<file path="src/rtl/ocd_pkg.sv">
// constants, field layouts and carrier types of the output clock distribution block
package ocd_pkg;

  localparam int NUM_CH = 4;
  localparam int ADDR_W = 16;
  localparam int DATA_W = 8;
  localparam int RATIO_W = 30;

  // register map, one byte per address
  localparam logic [15:0] ADDR_SETTINGS = 16'h0400;
  localparam logic [15:0] ADDR_ENABLES = 16'h0401;
  localparam logic [15:0] ADDR_CFG_FIRST = 16'h0404;
  localparam logic [15:0] ADDR_CFG_LAST = 16'h0407;
  localparam logic [15:0] ADDR_RATIO_FIRST = 16'h0408;
  localparam logic [15:0] ADDR_RATIO_LAST = 16'h0417;
  localparam logic [15:0] ADDR_STATUS = 16'h0418;

  // distribution_settings fields
  localparam int SET_PD_LSB = 0;
  localparam int SET_HF_RX_BIT = 4;
  localparam int SET_EXT_RES_BIT = 5;

  // channel output config fields
  localparam int CFG_MODE_MSB = 2;
  localparam int CFG_POL_BIT = 3;
  localparam int CFG_PHASE_BIT = 4;
  localparam int CFG_DRIVE_BIT = 5;
  localparam int CFG_DIV_OE_BIT = 6;

  // status fields
  localparam int STAT_RUN_LSB = 0;
  localparam int STAT_SLEEP_BIT = 4;

  // mode field codes
  localparam logic [2:0] MODE_CMOS_BOTH = 3'h0;
  localparam logic [2:0] MODE_CMOS_POS = 3'h1;
  localparam logic [2:0] MODE_CMOS_NEG = 3'h2;
  localparam logic [2:0] MODE_TRISTATE = 3'h3;
  localparam logic [2:0] MODE_LVDS = 3'h4;
  localparam logic [2:0] MODE_LVPECL = 3'h5;

  // reset values
  localparam logic [7:0] RST_SETTINGS = 8'h00;
  localparam logic [7:0] RST_ENABLES = 8'h00;
  localparam logic [7:0] RST_CFG = 8'h40;
  localparam logic [31:0] RST_RATIO = 32'h0000_0000;
  localparam logic [7:0] RDATA_UNMAPPED = 8'h00;

  typedef enum logic [1:0] {
    OCD_FAM_OFF,
    OCD_FAM_CMOS,
    OCD_FAM_LVDS,
    OCD_FAM_LVPECL
  } ocd_family_e;

  typedef struct packed {
    logic [ADDR_W-1:0] addr;
    logic [DATA_W-1:0] wdata;
    logic wr;
    logic rd;
  } ocd_bus_req_s;

  typedef struct packed {
    logic positive_output_pin;
    logic negative_output_pin;
    logic positive_oe_n;
    logic negative_oe_n;
    logic strong_drive;
    ocd_family_e family;
  } ocd_pins_s;

endpackage

</file>
<file path="src/rtl/ocd_chan_div.sv">
// one channel divider with duty correction and boundary-aligned run control
module ocd_chan_div
  import ocd_pkg::*;
#(
  parameter int DIV_W = RATIO_W
) (
  input wire logic clk_i,
  input wire logic resetn_i,
  input wire logic hold_i,
  input wire logic [DIV_W-1:0] ratio_m1_i,
  input wire logic run_req_i,
  output logic wave_o,
  output logic running_o
);

  typedef struct packed {
    logic [DIV_W-1:0] cnt;
    logic [DIV_W-1:0] n_m1;
    logic run;
    logic hi;
    logic ext;
  } ocd_div_state_s;

  ocd_div_state_s st;
  ocd_div_state_s next_st;

  always_comb begin
    logic [DIV_W-1:0] hi_len;
    logic odd;
    hi_len = '0;
    odd = 1'b0;
    next_st = st;
    // ratio and run change only at the period boundary or while held, so enables give no runt pulses
    if (hold_i || st.cnt == st.n_m1) begin
      next_st.cnt = '0;
      next_st.n_m1 = ratio_m1_i;
      next_st.run = run_req_i & ~hold_i;
    end else begin
      next_st.cnt = st.cnt + 1'b1;
    end
    // divide by programmed value plus one
    odd = ~next_st.n_m1[0];
    // even ratio: high for exactly half the period
    hi_len = odd ? (next_st.n_m1 >> 1) : ((next_st.n_m1 >> 1) + 1'b1);
    next_st.hi = next_st.run & (next_st.cnt < hi_len);
    // odd ratio: stretch high through the input high phase of one more cycle
    next_st.ext = next_st.run & odd & (next_st.n_m1 != '0) & (next_st.cnt == (next_st.n_m1 >> 1));
  end

  // all channels leave reset from count zero, so equal ratios stay edge-aligned
  always_ff @(posedge clk_i) begin
    if (!resetn_i) begin
      st <= '0;
    end else begin
      st <= next_st;
    end
  end

  // ratio one bypasses the divider and passes the input duty cycle
  // only the falling edge moves with the input duty cycle
  assign wave_o = (st.n_m1 == '0) ? (clk_i & st.run) : (st.hi | (st.ext & clk_i));
  assign running_o = st.run;

endmodule

</file>
<file path="src/rtl/ocd_top.sv">
// four-channel output clock distribution: registers, channel dividers and output drivers
//
// Operation
// four channels, each with its own divider and driver, fed by the distribution clock.
// each divider holds a 30-bit value and divides by that value plus one.
// even division ratios give an exact half-high, half-low output.
// ratio one bypasses the divider and keeps the input duty cycle.
// odd ratios above one give high fraction (N + 2X - 1)/(2N).
// correction moves falling edges when noninverting, rising edges when inverted.
// per-channel driver power-down; all four down puts the block in deep sleep.
// in CMOS mode the divider output enable stalls output while divider stays aligned.
// channel enables act through synchronizing logic; no runts, equal ratios move together.
// each channel has its own mode register; its low three bits pick family and pins.
// mode codes: CMOS both, CMOS pos, CMOS neg, tristate, LVDS, LVPECL, two unused.
// polarity invert bit, default clear, swaps logic zero and one in every family.
// CMOS phase invert drives the negative pin with the complement of the positive.
// drive strength bit: weak at 0, strong at 1, ignored in LVPECL.
// settings bit 4 routes the clock input through the high-frequency receiver.
// after reset all dividers start together from one state, aligning equal ratios.
module ocd_top
  import ocd_pkg::*;
#(
  parameter int DIV_W = RATIO_W
) (
  input wire logic clk_i,
  input wire logic resetn_i,
  input wire ocd_bus_req_s bus_i,
  output logic [DATA_W-1:0] rdata_o,
  output ocd_pins_s [NUM_CH-1:0] chan_pins_o,
  output logic [NUM_CH-1:0] driver_power_down_o,
  output logic deep_sleep_o,
  output logic hf_receiver_sel_o,
  output logic ext_resistor_sel_o
);

  if (DIV_W < 2 || DIV_W > 32) begin : g_bad_width
    $error("ocd_top: DIV_W must lie between 2 and 32");
  end

  localparam int RATIO_BYTES = 4;

  typedef struct packed {
    logic [7:0] settings;
    logic [7:0] enables;
    logic [NUM_CH-1:0][7:0] cfg;
    logic [NUM_CH-1:0][31:0] ratio;
    logic [DATA_W-1:0] rdata;
  } ocd_top_state_s;

  ocd_top_state_s st;
  ocd_top_state_s next_st;

  logic [NUM_CH-1:0] wave;
  logic [NUM_CH-1:0] running;
  logic [NUM_CH-1:0] run_req;
  logic [NUM_CH-1:0] hold;
  logic sleep;

  // mask of ratio bits that the divider can hold
  function automatic logic [31:0] ratio_mask();
    logic [31:0] m;
    m = '0;
    for (int i = 0; i < DIV_W; i++) begin
      m[i] = 1'b1;
    end
    return m;
  endfunction

  // true when the mode code selects one of the single-ended CMOS settings
  function automatic logic is_cmos(input logic [2:0] mode);
    return (mode == MODE_CMOS_BOTH) || (mode == MODE_CMOS_POS) || (mode == MODE_CMOS_NEG);
  endfunction

  function automatic logic in_range(input logic [ADDR_W-1:0] a, input logic [15:0] lo, input logic [15:0] hi);
    return (a >= lo) && (a <= hi);
  endfunction

  function automatic logic [DATA_W-1:0] reg_read(input ocd_top_state_s s, input logic [ADDR_W-1:0] a,
                                                 input logic [NUM_CH-1:0] run_now, input logic slp);
    logic [DATA_W-1:0] d;
    logic [15:0] off;
    d = RDATA_UNMAPPED;
    off = 16'h0000;
    if (a == ADDR_SETTINGS) begin
      d = s.settings;
    end else if (a == ADDR_ENABLES) begin
      d = s.enables;
    end else if (in_range(a, ADDR_CFG_FIRST, ADDR_CFG_LAST)) begin
      off = a - ADDR_CFG_FIRST;
      d = s.cfg[off[1:0]];
    end else if (in_range(a, ADDR_RATIO_FIRST, ADDR_RATIO_LAST)) begin
      off = a - ADDR_RATIO_FIRST;
      d = s.ratio[off[3:2]][off[1:0]*8 +: 8];
    end else if (a == ADDR_STATUS) begin
      d = '0;
      d[STAT_RUN_LSB +: NUM_CH] = run_now;
      d[STAT_SLEEP_BIT] = slp;
    end
    return d;
  endfunction

  // register file and read path
  always_comb begin
    logic [15:0] off;
    logic [31:0] word;
    off = 16'h0000;
    word = '0;
    next_st = st;
    next_st.rdata = '0;
    if (bus_i.wr) begin
      if (bus_i.addr == ADDR_SETTINGS) begin
        next_st.settings = bus_i.wdata;
      end else if (bus_i.addr == ADDR_ENABLES) begin
        next_st.enables = bus_i.wdata;
      end else if (in_range(bus_i.addr, ADDR_CFG_FIRST, ADDR_CFG_LAST)) begin
        // one mode register per channel
        off = bus_i.addr - ADDR_CFG_FIRST;
        next_st.cfg[off[1:0]] = bus_i.wdata;
      end else if (in_range(bus_i.addr, ADDR_RATIO_FIRST, ADDR_RATIO_LAST)) begin
        off = bus_i.addr - ADDR_RATIO_FIRST;
        word = st.ratio[off[3:2]];
        word[off[1:0]*8 +: 8] = bus_i.wdata;
        // only the divider's own width is stored
        next_st.ratio[off[3:2]] = word & ratio_mask();
      end
    end
    if (bus_i.rd) begin
      next_st.rdata = reg_read(st, bus_i.addr, running, sleep);
    end
  end

  always_ff @(posedge clk_i) begin
    if (!resetn_i) begin
      st.settings <= RST_SETTINGS;
      st.enables <= RST_ENABLES;
      st.cfg <= {NUM_CH{RST_CFG}};
      st.ratio <= {NUM_CH{RST_RATIO}};
      st.rdata <= '0;
    end else begin
      st <= next_st;
    end
  end

  assign rdata_o = st.rdata;

  // all four drivers down puts the whole block to sleep
  assign driver_power_down_o = st.settings[SET_PD_LSB +: NUM_CH];
  assign sleep = &st.settings[SET_PD_LSB +: NUM_CH];
  assign deep_sleep_o = sleep;
  // receiver select for the distribution clock input
  assign hf_receiver_sel_o = st.settings[SET_HF_RX_BIT];
  assign ext_resistor_sel_o = st.settings[SET_EXT_RES_BIT];

  // one divider per channel, all on the distribution clock
  for (genvar c = 0; c < NUM_CH; c++) begin : g_chan
    logic [2:0] mode;
    assign mode = st.cfg[c][CFG_MODE_MSB:0];
    // enable, and in CMOS the divider output enable, gate the run at the boundary
    assign run_req[c] = st.enables[c] & (~is_cmos(mode) | st.cfg[c][CFG_DIV_OE_BIT]);

    // a disabled, stopped divider waits at count zero, so channels enabled together start together
    assign hold[c] = sleep | (~st.enables[c] & ~running[c]);

    // deep sleep holds every divider at count zero so they restart together
    ocd_chan_div #(
      .DIV_W(DIV_W)
    ) u_div (
      .clk_i(clk_i),
      .resetn_i(resetn_i),
      .hold_i(hold[c]),
      .ratio_m1_i(st.ratio[c][DIV_W-1:0]),
      .run_req_i(run_req[c]),
      .wave_o(wave[c]),
      .running_o(running[c])
    );
  end

  // output driver per channel
  always_comb begin
    logic w;
    logic [2:0] mode;
    w = 1'b0;
    mode = 3'h0;
    for (int c = 0; c < NUM_CH; c++) begin
      mode = st.cfg[c][CFG_MODE_MSB:0];
      // polarity invert swaps zero and one for every family
      w = wave[c] ^ st.cfg[c][CFG_POL_BIT];
      chan_pins_o[c].positive_output_pin = w;
      // phase invert only matters in CMOS; LVDS and LVPECL always drive complementary pins
      chan_pins_o[c].negative_output_pin = w ^ st.cfg[c][CFG_PHASE_BIT];
      chan_pins_o[c].positive_oe_n = 1'b1;
      chan_pins_o[c].negative_oe_n = 1'b1;
      chan_pins_o[c].family = OCD_FAM_OFF;
      // mode decode
      case (mode)
        MODE_CMOS_BOTH: begin
          chan_pins_o[c].family = OCD_FAM_CMOS;
          chan_pins_o[c].positive_oe_n = 1'b0;
          chan_pins_o[c].negative_oe_n = 1'b0;
        end
        MODE_CMOS_POS: begin
          chan_pins_o[c].family = OCD_FAM_CMOS;
          chan_pins_o[c].positive_oe_n = 1'b0;
        end
        MODE_CMOS_NEG: begin
          chan_pins_o[c].family = OCD_FAM_CMOS;
          chan_pins_o[c].negative_oe_n = 1'b0;
        end
        MODE_TRISTATE: begin
          chan_pins_o[c].family = OCD_FAM_CMOS;
        end
        MODE_LVDS: begin
          chan_pins_o[c].family = OCD_FAM_LVDS;
          chan_pins_o[c].negative_output_pin = ~w;
          chan_pins_o[c].positive_oe_n = 1'b0;
          chan_pins_o[c].negative_oe_n = 1'b0;
        end
        MODE_LVPECL: begin
          chan_pins_o[c].family = OCD_FAM_LVPECL;
          chan_pins_o[c].negative_output_pin = ~w;
          chan_pins_o[c].positive_oe_n = 1'b0;
          chan_pins_o[c].negative_oe_n = 1'b0;
        end
        default: begin
          chan_pins_o[c].family = OCD_FAM_OFF;
        end
      endcase
      // drive strength for every family except LVPECL
      chan_pins_o[c].strong_drive = st.cfg[c][CFG_DRIVE_BIT] & (chan_pins_o[c].family != OCD_FAM_LVPECL);
      // a powered-down driver releases both pins
      if (st.settings[SET_PD_LSB + c]) begin
        chan_pins_o[c].positive_oe_n = 1'b1;
        chan_pins_o[c].negative_oe_n = 1'b1;
        chan_pins_o[c].family = OCD_FAM_OFF;
        chan_pins_o[c].strong_drive = 1'b0;
      end
    end
  end

endmodule

</file>
<file path="config.mk">
export PLATFORM = sky130hd
export DESIGN_NAME = ocd_top
export DESIGN_NICKNAME = d
export VERILOG_FILES = /design/src/rtl/ocd_pkg.sv /design/src/rtl/ocd_chan_div.sv /design/src/rtl/ocd_top.sv
export SDC_FILE = /design/constraint.sdc
export NUM_CORES = 2
export LEC_CHECK = 0
export ABC_AREA = 1
export BUFFER_PORTS_ARGS = -buffer_cell sky130_fd_sc_hd__buf_2
export CORE_UTILIZATION = 45
export DETAILED_ROUTE_END_ITERATION = 12
export PLACE_DENSITY_LB_ADDON = 0.1
export SLEW_MARGIN = 10
export SYNTH_ARGS = -nofsm -noshare
export SYNTH_HDL_FRONTEND = slang
export SYNTH_HIERARCHICAL = 1
export SYNTH_SLANG_ARGS = --single-unit
</file>
<file path="constraint.sdc">
create_clock -name clk_i -period 5.05 [get_ports clk_i]
set_clock_uncertainty 0.15 [all_clocks]
set_input_delay 1.01 -clock clk_i [delete_from_list [all_inputs] [get_ports clk_i]]
set_output_delay 1.01 -clock clk_i [all_outputs]
set_load 0.05 [all_outputs]
</file>
---- After elaboration in Yosys (flattened, before gate mapping) ----
Cells that the tools add are included.
operators by class
  $add $sub $neg .......................... 11
  order comparisons ....................... 12
  equal/unequal tests ..................... 35
  shifts and indexed selects .............. 3
  multiplexer cells ....................... 52
  bitwise logic cells ..................... 87
  reduce and logical (&&, ||, !) cells .... 50
operators by type and width
  kind                     number
  $mux 30                  8
  $bwmux 128               1
  $mux 31                  4
  $add 29x1->30 const B    4
  $add 30x1->30 const B    4
  $eq 30x29->1             4
  $eq 30x30->1             4
  $logic_not 30->1         4
  $lt 30x30->1             4
  $reduce_bool 30->1       4
  $bmux 32 s2              1
  $bwmux 32                2
  $demux 32 s2             1
  $mux 32                  2
  $eq 16x11->1 const B     3
  $mux 8                   6
  $reduce_or 4->1          12
  $and 1x1->1              40
  $neg 5->34               1
  $shift 8x34->32 const A  1
  $shiftx 8x34->32         1
  $ge 16x11->1 const B     2
  $le 16x11->1 const B     2
  $shiftx 32x6->8          1
  24 further kinds         134
storage, ports and cells
  flip-flop bits (word level) ............. 436
  input bits .............................. 28
  output and inout port bits .............. 43
  word-level logic and storage cells ...... 281

---- Depth between registers and ports, before layout ----
  depth in word-level cells ............... 12
  depth in mapped cells ................... 33
  depth with buffers taken out ............ 32

---- Cells and area by module ----
The synthesis kept the hierarchy.
modules (own cells, without submodules)
  module                               instances  cells an instance  area each (sq um)  sequential area each (sq um)
  ocd_chan_div at g_chan[0].u_div ...  3          979                6053.3             1261.2
  ocd_top                              1          1610               10423.7            3523.4
  ocd_chan_div at g_chan[3].u_div      1          972                6074.6             1261.2

==> impl_metrics.json <==
{
  "clk_latency_ps": 730,
  "cp_slowest_cell": "xnor2_2",
  "register_area_sq_um": 8570,
  "cp.arrival_ps": 3950,
  "synthTopCellsByArea": "dfxtp_1, nand2_1, nor2_1, inv_1, ha_1",
  "viasPerCell": 5.32,
  "drt_wl_total_um": 131000,
  "multi_input_area_sq_um": 21900,
  "drt_iter0_markers": 3171,
  "setup_tns_ps": -59.5,
  "critPathMaxStageDelay_ps": 240,
  "seq_area_frac_synth": 0.247,
  "final_core_util": 0.499,
  "ant_nets": 0,
  "drcViolationCount": 0,
  "ys_types": 59,
  "grt_pass1_vias": 33700,
  "ir_drop_v": 0.000268,
  "p_total_mw": 8.07,
  "ctsHoldBuffers": 0,
  "required_ps": 3890,
  "powerDensity_nw_per_um2": 213,
  "stdcell_area_sq_um": 38000,
  "tightestPinTransition_ps": 1160,
  "antenna_found_initial": 1,
  "synth-edff-count": 0,
  "finalWorstSetupSlack_ps": -59.5,
  "syn_area_per_cell_sq_um": 6.28,
  "muxShareOfSynthArea": 0,
  "fin_nets": 5691,
  "synth.ff_latch_count": 428,
  "wl_per_cell_um": 19.8,
  "coreArea_sq_um": 76100,
  "async_flop_share": 0,
  "die_w_um": 280,
  "fill_cells": 8156,
  "worst_setup_path_end_kind": "output pin",
  "die_h_um": 280,
  "synth_top_family_by_area": "simple AND/OR/NAND/NOR gates",
  "grt_util_all_layers": 0.333,
  "cap_violations": 0,
  "gr-total-overflow": 0,
  "worst-setup-path-type": "clk -> out",
  "ys.flop_type": "dfxtp_1",
  "syn_inst": 5519,
  "num_vias": 35200,
  "synth-warning-count": 6,
  "syn_to_final_growth_pct": 9.56,
  "synthesis.nets": 5680,
  "path_max_fanout": 4,
  "violations": "negative setup slack",
  "dieArea_sq_um": 78100,
  "grt_pass1_wl_um": 199000,
  "hp-class": "reg -> reg",
  "rsz0062_at_grt": "yes",
  "place.gp.congestion": 1.00,
  "hold_viol": 0,
  "io-pin-count": 71,
  "power_leakage_nw": 17.9,
  "synth_fa_ha_area_frac": 0.0480,
  "port_buffers": 70,
  "yosys.area.top_type_share": 0.247,
  "drive_above_1_share": 0.128,
  "drv_slew": 0,
  "setup_viol": 1,
  "first_pass_iters": 8,
  "synth_xor_xnor_area_share": 0.0681,
  "crit_chain": "clkbuf_16 -> clkbuf_16 -> a21oi_4 -> o21ai_4 -> xnor2_2 -> clkbuf_16 -> xor2_2 -> buf_6",
  "yosysTopAreaCell": "dfxtp_1",
  "synthSimpleGateAreaFrac": 0.448,
  "initial_core_util": 0.456,
  "synth_compound_area_frac": 0.0617,
  "relSlewSlack": 0.227,
  "path_clk_slew_ps": 50,
  "synth_area_sq_um": 34700,
  "postPlaceCellArea_sq_um": 35500,
  "cp-start-kind": "clock port",
  "cpMostUsedCell": "clkbuf_16",
  "hpwl_um": 102000,
  "grt_start_max_net_pins": 72,
  "cts_tree": "done",
  "post-place-ws_ps": 141,
  "status": "finished, violations left",
  "rows": 101
}
==> cells by family after synthesis <==
group,Yosys count
compound gates,363
buf+inv,1006
fa+ha+maj,133
simple gates,3324
xor+xnor,265
flops,428
==> area by class of cell <==
| cell class | count | share of cell area |
|---|---|---|
| sequential | 428 | 0.226 |
| multi-input combinational | 4085 | 0.577 |
| clock inverter | 26 | 0.00857 |
| timing repair buffer | 131 | 0.0232 |
| clock buffer | 101 | 0.0517 |
| antenna | 1 | 0.0000659 |
| tap | 1030 | 0.0339 |
| inverter | 802 | 0.0796 |
==> worst max-delay path, delay by kind of cell <==
family | cells | cell delay, ps
buffers and inverters | 4 | 680
XOR/XNOR | 2 | 390
AO/OA/AOI/OAI | 2 | 340
==> registers in the layout, indices dropped and copies added (netlist names) <==
signal / cells
g_chan.u_div/st: 248
st: 150
g_chan.mode: 12
rdata_o: 8
driver_power_down_o: 4
g_chan.u_div/running_o: 4
ext_resistor_sel_o: 1
hf_receiver_sel_o: 1
==> worst paths after layout <==
| path | start | end | slack [ps] | cells after the start |
|---|---|---|---|---|
| worst max register to register | driver_power_down_o[1] | g_chan[1].u_div/st[1] | 370 | 25 |
| worst max-delay path | clk_i | chan_pins_o[19] | -60 | 8 |
| worst min register to register | st[183] | st[183] | 310 | 2 |
| worst min-delay path | st[183] | st[183] | 310 | 2 |
==> repair_timing <==
item | CTS | global route
buffers inserted | 7 | 7
pin swaps | 11 | 9
setup endpoints to repair | 14 | 9
gates cloned | 0 | 0
gates resized for setup | 54 | 11
==> cell usage after synthesis, types with 5 or more instances <==
| cell type | n |
|---|---|
| o21ai_1 | 14 |
| a211oi_1 | 18 |
| xnor2_2 | 5 |
| nor3_1 | 120 |
| o21ai_0 | 82 |
| a21oi_2 | 20 |
| buf_4 | 35 |
| inv_2 | 100 |
| nand4_1 | 225 |
| and3_1 | 48 |
| nor2_2 | 47 |
| nand3b_1 | 36 |
| buf_2 | 35 |
| o211ai_1 | 11 |
| nand2_4 | 33 |
| nor3b_1 | 6 |
| a21boi_0 | 5 |
| ha_1 | 133 |
| a22oi_1 | 9 |
| nand3_2 | 50 |
| clkbuf_1 | 60 |
| nor3_4 | 7 |
| nand3_4 | 10 |
| o21ai_2 | 12 |
| nand3b_4 | 7 |
| nor2_1 | 748 |
| nor4_1 | 44 |
| nor2_4 | 21 |
| clkinv_2 | 6 |
| nand2_2 | 88 |
| buf_1 | 13 |
| clkinv_1 | 7 |
| nand2_1 | 1498 |
| xor2_1 | 171 |
| nand3_1 | 301 |
| xnor2_1 | 89 |
| buf_6 | 57 |
| nor3_2 | 7 |
| or2_2 | 13 |
| inv_1 | 692 |
| dfxtp_1 | 428 |
| a21oi_1 | 168 |
==> power breakdown <==
group          total (mW)  internal [mW]  switching (mW)
logic               0.266         0.0484           0.218
registers            3.38           3.38       0.0000952
clock network        4.43           2.67            1.76
total                8.07           6.10            1.98
==> through the flow <==
step           cells  hold WS (ps)
4_1_cts         6596           308
6_report        6604           307
3_3_place_gp    6484           293
5_1_grt         6604           338
3_5_place_dp    6484           300
2_1_floorplan   5519           281
==> routing by layer <==
layer  global-route usage  wire, um  up-vias
li1                     -         -    17500
met1                0.437     57600    16200
met2                0.538     59900     1188
met3               0.0437      7610      277
met4                0.157      5700        0
met5                    0         0        -
==> placed cells by master, fill, tap and decap left out, types with 49 or more instances in the layout <==
| master | count |
|---|---|
| xnor2_1 | 84 |
| inv_2 | 104 |
| nor3_1 | 120 |
| nand3_2 | 50 |
| inv_1 | 688 |
| nor2_2 | 49 |
| nor2_1 | 745 |
| o21ai_0 | 77 |
| buf_2 | 61 |
| clkbuf_16 | 64 |
| nand2_1 | 1498 |
| buf_4 | 75 |
| xor2_1 | 168 |
| ha_1 | 133 |
| dfxtp_1 | 428 |
| nand4_1 | 225 |
| a21oi_1 | 164 |
| nand2_2 | 88 |
| nand3_1 | 301 |
Note: power is estimated with default switching activity, not from simulation.
